==> config.mk <==
export PLATFORM = sky130hd
export DESIGN_NAME = pcars_top
export DESIGN_NICKNAME = d
export VERILOG_FILES = /design/src/inc/pcars_pkg.sv /design/src/hw/pcars_top.sv /design/src/hw/pcars_stack.sv /design/src/hw/pcars_apb.sv
export SDC_FILE = /design/constraint.sdc
export NUM_CORES = 1
export LEC_CHECK = 0
export BUFFER_PORTS_ARGS = -buffer_cell sky130_fd_sc_hd__buf_2
export CORE_MARGIN = 5
export CORE_UTILIZATION = 40
export CTS_CLUSTER_SIZE = 40
export DETAILED_ROUTE_END_ITERATION = 10
export PLACE_DENSITY = 0.72
export SLEW_MARGIN = 20
export SYNTH_ARGS = -nofsm -noshare
export SYNTH_HDL_FRONTEND = slang
export SYNTH_SLANG_ARGS = --single-unit
==> constraint.sdc <==
create_clock -name core_clk_in -period 3.7 [get_ports core_clk_in]
set_input_delay 0.37 -clock core_clk_in [delete_from_list [all_inputs] [get_ports core_clk_in]]
set_output_delay 0.37 -clock core_clk_in [all_outputs]
set_load 0.02 [all_outputs]
==> src/inc/pcars_pkg.sv <==
/*
  Package for the program counter and return stack: widths, register
  offsets, reset values and the interrupt vector.
  Assumes a 32-bit APB register bus and one core clock.
*/
`default_nettype none

package pcars_pkg;

  // ****************************************
  // Widths
  // ****************************************
  localparam int PC_W       = 13;
  localparam int LOW_W      = 8;
  localparam int LATCH_W    = 5;
  localparam int JUMP_W     = 11;
  localparam int STACK_DEPTH = 8;
  localparam int APB_AW     = 12;
  localparam int APB_DW     = 32;

  // ****************************************
  // Register byte offsets
  // ****************************************
  localparam logic [APB_AW-1:0] OFF_COUNTER_LOW = 12'h000;
  localparam logic [APB_AW-1:0] OFF_HOLD_LATCH  = 12'h004;
  localparam logic [APB_AW-1:0] OFF_PC_STATUS   = 12'h008;

  // ****************************************
  // Reset values and vectors
  // ****************************************
  localparam logic [PC_W-1:0]    PC_RESET    = 13'h0000;
  localparam logic [LATCH_W-1:0] LATCH_RESET = 5'h00;
  localparam logic [PC_W-1:0]    IRQ_VECTOR  = 13'h0004;
  localparam logic [2:0]         SP_RESET    = 3'h0;

endpackage : pcars_pkg

`default_nettype wire

==> src/hw/pcars_top.sv <==
/*
  Program counter, high-address holding latch and hardware return stack
  of a small 8-bit core, with an APB view of the software-visible parts.
  Assumes the core sequencer drives the control strobes on core_clk_in,
  at most one of jump, call, return and interrupt in any cycle.
*/
// The APB interface to the registers and the placing of the registers were chosen for this implementation.
`timescale 1ns/1ps
`default_nettype none

module pcars_top #(
  parameter int                  STACK_DEPTH = pcars_pkg::STACK_DEPTH,
  parameter logic [12:0]         IRQ_VECTOR  = pcars_pkg::IRQ_VECTOR
) (
  // Clock and reset
  input  wire logic                         core_clk_in,
  input  wire logic                         srst_in,
  // APB slave
  input  wire logic                         psel_in,
  input  wire logic                         penable_in,
  input  wire logic                         pwrite_in,
  input  wire logic [pcars_pkg::APB_AW-1:0] paddr_in,
  input  wire logic [pcars_pkg::APB_DW-1:0] pwdata_in,
  input  wire logic [3:0]                   pstrb_in,
  output logic                              pready_out,
  output logic      [pcars_pkg::APB_DW-1:0] prdata_out,
  output logic                              pslverr_out,
  // Core sequencer strobes
  input  wire logic                         fetch_adv_in,
  input  wire logic                         jump_in,
  input  wire logic                         call_in,
  input  wire logic [pcars_pkg::JUMP_W-1:0] target_in,
  input  wire logic                         ret_in,
  input  wire logic                         irq_in,
  // Core data-path writes
  input  wire logic                         core_low_wr_in,
  input  wire logic [pcars_pkg::LOW_W-1:0]  core_low_data_in,
  input  wire logic                         core_latch_wr_in,
  input  wire logic [pcars_pkg::LATCH_W-1:0] core_latch_data_in,
  // Counter and latch
  output logic      [pcars_pkg::PC_W-1:0]   program_counter_out,
  output logic      [pcars_pkg::LATCH_W-1:0] high_address_holding_latch_out
);

  // ****************************************
  // State
  // ****************************************
  typedef struct packed {
    logic [pcars_pkg::PC_W-1:0]    program_counter;
    logic [pcars_pkg::LATCH_W-1:0] high_address_holding_latch;
  } pcars_state_s;

  pcars_state_s                  st_q;
  pcars_state_s                  st_d;

  logic                          bus_wr;
  logic                          bus_rd;
  logic                          bus_hit;
  logic [pcars_pkg::APB_DW-1:0]  bus_rdata;
  logic                          wr_low;
  logic                          wr_latch;
  logic                          sw_low_wr;
  logic [pcars_pkg::LOW_W-1:0]   sw_low_data;
  logic                          sw_latch_wr;
  logic [pcars_pkg::LATCH_W-1:0] sw_latch_data;
  logic                          stk_push;
  logic                          stk_pop;
  logic [pcars_pkg::PC_W-1:0]    stk_top;
  logic [pcars_pkg::PC_W-1:0]    pc_next_seq;

  // ****************************************
  // Register bus
  // ****************************************
  pcars_apb #(
    .AW (pcars_pkg::APB_AW),
    .DW (pcars_pkg::APB_DW)
  ) u_apb (
    .clk_in      (core_clk_in),
    .srst_in     (srst_in),
    .psel_in     (psel_in),
    .penable_in  (penable_in),
    .pwrite_in   (pwrite_in),
    .pready_out  (pready_out),
    .prdata_out  (prdata_out),
    .pslverr_out (pslverr_out),
    .rdata_in    (bus_rdata),
    .hit_in      (bus_hit),
    .wr_out      (bus_wr),
    .rd_out      (bus_rd)
  );

  // The status word is read only; writing it is refused with an error.
  // No offset reaches the stack or its pointer.
  always_comb
  begin
    bus_hit   = 1'b0;
    bus_rdata = '0;
    case (paddr_in)
      pcars_pkg::OFF_COUNTER_LOW:
      begin
        bus_hit   = 1'b1;
        bus_rdata = {24'h000000, st_q.program_counter[7:0]};
      end
      pcars_pkg::OFF_HOLD_LATCH:
      begin
        bus_hit   = 1'b1;
        bus_rdata = {27'h0000000, st_q.high_address_holding_latch};
      end
      pcars_pkg::OFF_PC_STATUS:
      begin
        bus_hit   = ~pwrite_in;
        bus_rdata = {19'h00000, st_q.program_counter};
      end
      default:
      begin
        bus_hit   = 1'b0;
        bus_rdata = '0;
      end
    endcase
  end

  // Upper counter bits have no write path of their own
  assign wr_low   = bus_wr & pstrb_in[0] & (paddr_in == pcars_pkg::OFF_COUNTER_LOW);
  assign wr_latch = bus_wr & pstrb_in[0] & (paddr_in == pcars_pkg::OFF_HOLD_LATCH);

  // Core data path and bus share one write port; the core wins a tie
  always_comb
  begin
    sw_low_wr     = core_low_wr_in | wr_low;
    sw_low_data   = core_low_wr_in ? core_low_data_in : pwdata_in[7:0];
    sw_latch_wr   = core_latch_wr_in | wr_latch;
    sw_latch_data = core_latch_wr_in ? core_latch_data_in : pwdata_in[4:0];
  end

  // ****************************************
  // Return stack
  // ****************************************
  pcars_stack #(
    .W     (pcars_pkg::PC_W),
    .DEPTH (STACK_DEPTH)
  ) u_stack (
    .clk_in       (core_clk_in),
    .srst_in      (srst_in),
    .push_in      (stk_push),
    .push_data_in (pc_next_seq),
    .pop_in       (stk_pop),
    .top_out      (stk_top)
  );

  // ****************************************
  // Counter update
  // ****************************************
  // Address that would be fetched next if nothing diverted the flow
  assign pc_next_seq = fetch_adv_in ?
                       pcars_pkg::PC_W'(st_q.program_counter + 13'h0001) :
                       st_q.program_counter;

  always_comb
  begin
    st_d     = st_q;
    stk_push = 1'b0;
    stk_pop  = 1'b0;
    st_d.program_counter = pc_next_seq;
    if (ret_in)
    begin
      stk_pop = 1'b1;
      st_d.program_counter = stk_top;
    end
    if (irq_in)
    begin
      // Interrupted flow resumes where it left off
      stk_push = 1'b1;
      stk_pop  = 1'b0;
      st_d.program_counter = IRQ_VECTOR;
    end
    if (jump_in | call_in)
    begin
      stk_push = call_in | irq_in;
      stk_pop  = 1'b0;
      st_d.program_counter = {st_q.high_address_holding_latch[4:3], target_in};
    end
    if (sw_low_wr)
    begin
      // Low-byte write ripples no carry into the upper bits, so
      // computed tables must not straddle a 256-word page
      st_d.program_counter = {st_q.high_address_holding_latch, sw_low_data};
    end
    // Stack traffic never touches the latch; only explicit writes do
    if (sw_latch_wr)
    begin
      st_d.high_address_holding_latch = sw_latch_data;
    end
    if (srst_in)
    begin
      st_d.program_counter            = pcars_pkg::PC_RESET;
      st_d.high_address_holding_latch = pcars_pkg::LATCH_RESET;
    end
  end

  always_ff @(posedge core_clk_in)
  begin
    st_q <= st_d;
  end

  // ****************************************
  // Outputs
  // ****************************************
  assign program_counter_out            = st_q.program_counter;
  assign high_address_holding_latch_out = st_q.high_address_holding_latch;

  // Bus read strobe has no side effect here; reads are pure
  logic unused_rd;
  assign unused_rd = bus_rd;

endmodule : pcars_top

`default_nettype wire

==> src/hw/pcars_stack.sv <==
/*
  Circular return stack of fixed depth.
  Assumes push and pop are never requested together; push then wins.
*/
`timescale 1ns/1ps
`default_nettype none

module pcars_stack #(
  parameter int W     = 13,
  parameter int DEPTH = 8
) (
  // Clock and reset
  input  wire logic         clk_in,
  input  wire logic         srst_in,
  // Push and pop
  input  wire logic         push_in,
  input  wire logic [W-1:0] push_data_in,
  input  wire logic         pop_in,
  output logic      [W-1:0] top_out
);

  localparam int PW = $clog2(DEPTH);

  typedef struct packed {
    logic [DEPTH-1:0][W-1:0] mem;
    logic [PW-1:0]           sp;
  } pcars_stk_s;

  pcars_stk_s st_q;
  pcars_stk_s st_d;

  // Pointer names the next free slot; the top sits one below it
  assign top_out = st_q.mem[PW'(st_q.sp - PW'(1))];

  always_comb
  begin
    st_d = st_q;
    if (push_in)
    begin
      // Wraps silently: the ninth push lands on the first entry
      st_d.mem[st_q.sp] = push_data_in;
      st_d.sp           = PW'(st_q.sp + PW'(1));
    end
    else if (pop_in)
    begin
      // Underflow just wraps too, no flag anywhere
      st_d.sp = PW'(st_q.sp - PW'(1));
    end
    if (srst_in)
    begin
      st_d    = '0;
    end
  end

  always_ff @(posedge clk_in)
  begin
    st_q <= st_d;
  end

endmodule : pcars_stack

`default_nettype wire

==> src/hw/pcars_apb.sv <==
/*
  APB slave front end: one wait state, registered answer.
  Assumes the owner decodes the word and returns read data and a hit.
*/
`timescale 1ns/1ps
`default_nettype none

module pcars_apb #(
  parameter int AW = 12,
  parameter int DW = 32
) (
  // Clock and reset
  input  wire logic          clk_in,
  input  wire logic          srst_in,
  // APB
  input  wire logic          psel_in,
  input  wire logic          penable_in,
  input  wire logic          pwrite_in,
  output logic               pready_out,
  output logic      [DW-1:0] prdata_out,
  output logic               pslverr_out,
  // Register side
  input  wire logic [DW-1:0] rdata_in,
  input  wire logic          hit_in,
  output logic               wr_out,
  output logic               rd_out
);

  typedef struct packed {
    logic          ready;
    logic          err;
    logic [DW-1:0] rdata;
  } pcars_apb_s;

  pcars_apb_s st_q;
  pcars_apb_s st_d;
  logic       access;

  assign access      = psel_in & penable_in;
  // Write commits only on the edge where the master sees pready
  assign wr_out      = access & st_q.ready & pwrite_in & hit_in;
  assign rd_out      = access & st_q.ready & ~pwrite_in;
  assign pready_out  = st_q.ready;
  assign prdata_out  = st_q.rdata;
  assign pslverr_out = st_q.err;

  always_comb
  begin
    st_d = st_q;
    st_d.ready = 1'b0;
    st_d.err   = 1'b0;
    // Read data stands only with pready, like the other answer bits
    st_d.rdata = '0;
    if (access & ~st_q.ready)
    begin
      st_d.ready = 1'b1;
      st_d.err   = ~hit_in;
      st_d.rdata = (hit_in & ~pwrite_in) ? rdata_in : '0;
    end
    if (srst_in)
    begin
      st_d = '0;
    end
  end

  always_ff @(posedge clk_in)
  begin
    st_q <= st_d;
  end

endmodule : pcars_apb

`default_nettype wire

Yosys cells after proc, flatten, opt, wreduce, memory -nomap -nowiden
Cells that the tools add are included.
{"block": "word_totals", "output_inout_bits": 52, "in_bits": 84, "ff_bits": 159, "elab_cells": 69}
{"block": "op_classes", "eq_ne": 2, "n_reduce_logical": 6, "order_cmp": 3, "bitwise_logic": 18, "addsub": 3, "n_mux": 23}
{"op": "104-bit bitwise mux", "count": 1}
{"op": "13-bit 2-to-1 mux", "count": 8}
{"op": "13-bit binary-select mux with 3-bit select", "count": 1}
{"op": "13-bit demux with 3-bit select", "count": 1}
{"op": "13-bit case mux with 3 select lines", "count": 1}
{"op": "34-bit 2-to-1 mux", "count": 1}
{"op": "13-bit by 1-bit adder with 13-bit output, second input constant", "count": 1}
{"op": "12-bit by 3-bit equality test with 1-bit output, second input constant", "count": 1}
{"op": "12-bit by 4-bit equality test with 1-bit output, second input constant", "count": 1}
{"op": "12-bit zero test", "count": 1}
{"op": "1-bit bitwise AND", "count": 9}
{"op": "3-bit by 4-bit < comparator with 1-bit output, second input constant", "count": 2}
{"op": "8-bit 2-to-1 mux", "count": 1}
{"op": "3-bit 2-to-1 mux", "count": 2}
{"op": "1-bit 2-to-1 mux", "count": 5}
{"op": "5-bit 2-to-1 mux", "count": 1}
{"op": "1-bit NOT", "count": 5}
{"op": "1-bit bitwise OR", "count": 4}
{"op": "2-bit OR reduction", "count": 2}
{"op": "3-bit by 1-bit adder with 3-bit output, second input constant", "count": 1}
{"op": "3-bit by 1-bit >= comparator with 1-bit output, second input constant", "count": 1}
{"op": "3-bit OR reduction", "count": 1}
{"op": "3-bit by 1-bit subtractor with 3-bit output, second input constant", "count": 1}
{"op": "1-bit case mux with 2 select lines", "count": 1}
{"op": "other kinds (2)", "count": 2}

Depth between registers and ports, before layout
{"block": "depth", "ltp_word": 8, "ltp_mapped": 11, "mapped_depth_nobuf": 7}

Modules after synthesis
A second synthesis with hierarchy kept.
{"block": "hier_totals", "hier_cells": 897, "hier_area_um2": 7452.1}
{"mod": "pcars_stack", "seq_area_each_um2": 2142.1, "area_each_um2": 4932.2, "instances": 1, "cells_each": 631}
{"mod": "pcars_top", "seq_area_each_um2": 360.3, "area_each_um2": 1534.0, "instances": 1, "cells_each": 187}
{"mod": "pcars_apb", "seq_area_each_um2": 680.7, "area_each_um2": 985.9, "instances": 1, "cells_each": 79}

Worst setup path after synthesis
OpenSTA, ideal clock, no wires.
{"block": "synth_path", "kind": "flip-flop to flip-flop", "from": "register u_stack.st_q[0] (netlist bit)", "to": "register st_q, in the netlist program_counter_out[2]", "path_stages_with_launch": 12, "n_path_buf": 4, "arrival_time_ns": 2.403, "slack_ns": 1.167, "path_cell_list": "dfxtp_1 -> buf_2 -> buf_2 -> inv_1 -> ha_1 -> buf_2 -> clkbuf_1 -> mux4_2 -> mux2i_1 -> nand3_1 -> nand3_1 -> o31ai_1"}
{"block": "synth_between", "elab_chain_len": 7}
{"item": "start: declaration", "line": "pcars_stack.sv:29", "source": "pcars_stk_s st_q;"}
{"item": "start signal: assignment", "line": "pcars_stack.sv:57", "source": "st_q <= st_d;"}
{"item": "3-bit by 1-bit subtractor with 3-bit output", "line": "pcars_stack.sv:33", "source": "assign top_out = st_q.mem[PW'(st_q.sp - PW'(1))];"}
{"item": "13-bit binary-select mux with 3-bit select", "line": "pcars_stack.sv:33"}
{"item": "13-bit 2-to-1 mux (not written as such)", "line": "pcars_stack.sv:33"}
{"item": "13-bit 2-to-1 mux", "line": "pcars_top.sv:164", "source": "if (ret_in)"}
{"item": "13-bit 2-to-1 mux", "line": "pcars_top.sv:169", "source": "if (irq_in)"}
{"item": "13-bit 2-to-1 mux", "line": "pcars_top.sv:176", "source": "if (jump_in | call_in)"}
{"item": "13-bit 2-to-1 mux", "line": "pcars_top.sv:182", "source": "if (sw_low_wr)"}
{"item": "end signal: assignment", "line": "pcars_top.sv:202", "source": "st_q <= st_d;"}
{"item": "end: declaration", "line": "pcars_top.sv:53", "source": "pcars_state_s st_q;"}
Every way passes these cells. The select of a mux whose other input is x is not followed.
A chain may end at the register's enable or synchronous reset.

Worst setup path after layout
{"block": "layout_path", "from": "register u_stack.st_q[1] (netlist bit)", "to": "register st_q, in the netlist program_counter_out[6]"}
The elaborated chain is that of the path after synthesis.

==> results.py <==
metrics = {
    "sta": {
        "setup_viol": 0,
        "tns_ps": 0,
        "setup_ws_ps": 934,
        "fin_crit_sh_pct": 74.8,
        "fin_skew_ps": 9.79,
        "rsz0062_at_grt": "no",
        "worst_slew_pin_slew_ps": 1020,
        "slew_headroom_pct": 31.2,
        "hold_viol": 0,
        "timing.final.crit_period_ps": 2770,
        "finalMaxSlewViolations": 0,
        "fmax_mhz": 362,
    },
    "synth": {
        "synth_flop_cell": "dfxtp_1",
        "syn_area_mm2": 0.00625,
        "avgSynthCellArea_um2": 9.73,
        "ys_types": 45,
        "synth_enable_flop_cells": 0,
        "ys_seq_area_share_pct": 44.8,
        "yosys_register_bits": 140,
        "yosysWarnings": 0,
        "synthCells": 643,
        "synth_async_sr_flop_share_pct": 0,
    },
    "floorplan": {
        "num_rows": 45,
        "coreArea_mm2": 0.0153,
        "die_y_um": 135,
        "ioPinCount": 136,
        "initial_core_util_pct": 41.0,
        "dieArea_mm2": 0.0182,
        "dieWidth_um": 135,
    },
    "detailed_routing": {
        "drtPass1Iterations": 5,
        "vias": 5071,
        "drtIter0Drc": 385,
        "wl_per_cell_um": 16.8,
        "final_antenna_net_count": 0,
        "viasPerCell": 5.40,
        "routed_wl_um": 15700,
        "drc": 0,
    },
    "placement": {
        "place_congestion": 0.820,
        "io_buffers": 89,
        "hpwl_um": 10300,
        "dp_slack_ps": 951,
    },
    "critical_path": {
        "cp_slowest_stage_delay_ps": 660,
        "start_kind": "flip-flop",
        "crit_family": "adder cells",
        "worstPathMaxFanout": 14,
        "path_cells": "inv_1, ha_1, buf_4, mux4_2, a22oi_1, a311oi_1",
        "cp_num_buf_inv": 2,
        "required_ps": 3960,
        "endpoint_kind": "flip-flop",
        "slowest_stage": "ha_1",
        "arrival_ps": 3030,
        "path_class": "reg2reg",
    },
    "clock_tree": {
        "clock_path_buffers": 2,
        "post_cts_buffers": 0,
        "cts_tree": "yes",
        "h-tree-depth": 4,
        "hold_buffers": 0,
        "numCtsBuffers": 17,
        "cts_resized": 0,
        "cts.sinks": 140,
        "clockRootBuffer": "clkbuf_16",
        "clock_latency_ps": 420,
        "path_clk_slew_ps": 60,
    },
    "layout": {
        "antenna_cells": 0,
        "final_common_cell": "dfxtp_1",
        "drive_above_1_share_pct": 23.8,
        "fin_nets": 802,
        "final_cell_mix": "139 x dfxtp_1, 135 x nor2_1, 119 x a211oi_1",
        "syn2layout_area_growth_pct": 19.3,
    },
    "run": {
        "cap_violations": 0,
    },
    "power_and_ir_drop": {
        "vdd_drop_max_mv": 0.327,
        "power.switching_uw": 1050,
        "finalPower_uw": 4150,
        "pwr-share-clk_pct": 45.6,
        "power.share.sequential_pct": 40.2,
        "p_int_uw": 3100,
        "p_comb_share_pct": 14.2,
        "power_switching_share_pct": 25.4,
        "p_per_area_mw_per_mm2": 556,
        "p_leak_uw": 0.00272,
    },
    "grt": {
        "grt_pass1_vias": 4750,
        "antenna_found_initial": 0,
        "grt_pass1_wl_um": 25000,
        "track_usage_pct": 17.3,
        "grt_max_degree": 67,
        "grt_overflow_total": 0,
    },
    "min_path": {
        "min_path_type": "in2reg",
    },
    "run_status": {
        "status": "complete, no violations",
    },
}
==> worst register-to-register path, stage by stage (launching register included) <==
cell      delay (ps)
dfxtp_1          520
inv_1            110
ha_1             660
buf_4            380
mux4_2           550
a22oi_1          260
a311oi_1         140
==> flip-flops by register name, indices dropped and copies added (netlist names) <==
register,count
program_counter_out,13
u_apb.prdata_out,13
u_stack.st_q,107
u_apb.pready_out,1
u_apb.pslverr_out,1
high_address_holding_latch_out,5
==> final timing paths <==
check | start | to | slack, ps | cells after the start
hold reg to reg | u_apb.pready_out$_SDFF_PP0_ | u_apb.pready_out$_SDFF_PP0_ | 470 | 1
hold / removal | penable_in | u_apb.pready_out$_SDFF_PP0_ | 230 | 3
setup / recovery | u_stack.st_q[1]$_SDFFE_PP0P_ | program_counter_out[6]$_SDFF_PP0_ | 930 | 6
setup reg to reg | u_stack.st_q[1]$_SDFFE_PP0P_ | program_counter_out[6]$_SDFF_PP0_ | 930 | 6
==> power groups by stage <==
| stage | Sequential, uW | Clock, uW | Combinational [uW] |
|---|---|---|---|
| after detailed placement | 1700 | 0 | 584 |
| after floorplan | 1690 | 0 | 432 |
| after global placement | 1700 | 0 | 577 |
| after global routing | 1680 | 1990 | 643 |
| after CTS | 1670 | 1920 | 589 |
| final | 1670 | 1890 | 589 |
==> synth_stat cells, types with 2 or more instances <==
cell | instances | area (um^2)
mux2_2 | 3 | 33.8
a22oi_1 | 6 | 45.0
buf_4 | 22 | 165
nand3b_1 | 2 | 15.0
or4_1 | 2 | 15.0
nor3_1 | 8 | 40.0
a221oi_1 | 2 | 17.5
a31oi_1 | 3 | 18.8
a2bb2oi_1 | 6 | 52.6
xnor2_1 | 9 | 78.8
clkbuf_1 | 30 | 113
ha_1 | 3 | 37.5
o31ai_1 | 2 | 15.0
inv_1 | 7 | 26.3
mux2i_1 | 16 | 160
and3_1 | 8 | 50.1
a311oi_1 | 5 | 43.8
dfxtp_1 | 140 | 2800
nand4_1 | 6 | 37.5
o22ai_1 | 2 | 12.5
o21ai_0 | 4 | 20.0
nor2b_1 | 7 | 43.8
a21oi_1 | 6 | 30.0
nor2_1 | 135 | 507
nand3_1 | 5 | 25.0
nor3_2 | 4 | 40.0
and2_1 | 6 | 37.5
xor2_1 | 4 | 35.0
nor4_1 | 2 | 12.5
a211oi_1 | 119 | 893
buf_2 | 15 | 75.1
nand2_1 | 16 | 60.1
mux4_2 | 26 | 586
==> layer usage <==
| layer | vias up | GRT usage (%) | share of wire [%] |
|---|---|---|---|
| met4 | 0 | 6.33 | 1.7 |
| met3 | 19 | 4.62 | 7.4 |
| li1 | 2486 | - | - |
| met1 | 2381 | 22.8 | 45 |
| met5 | - | 0 | 0 |
| met2 | 185 | 27.5 | 46 |
==> per-stage QoR <==
step / utilization (%) / hold WS (ps) / area, um^2 / instances
floorplan: - / 466 / 6320 / 661
global placement: 44.5 / 459 / 6800 / 907
detailed placement: 44.5 / 464 / 6800 / 907
CTS: 48.9 / 218 / 7460 / 939
global route: 48.9 / 225 / 7460 / 939
finish: 48.9 / 227 / 7460 / 939
==> logic make-up after synthesis <==
kind of cell	share of synthesized area, %
flip-flops	44.8
adder cells (fa/ha/maj)	0.600
AND/OR/NAND/NOR	14.8
other	0.0600
buffers and inverters	6.12
multiplexers	12.5
AO/OA/AOI/OAI	19.1
XOR/XNOR	2.08
==> final cells by class <==
class / count / area, um^2
clock inverter: 11 / 188
tap: 211 / 264
timing repair buffer: 102 / 546
multi-input combinational: 446 / 3150
clock buffer: 21 / 480
inverter: 8 / 30.0
sequential: 140 / 2800
fill: 1396 / 7790
No activity file was read; power rests on OpenSTA's default activity.
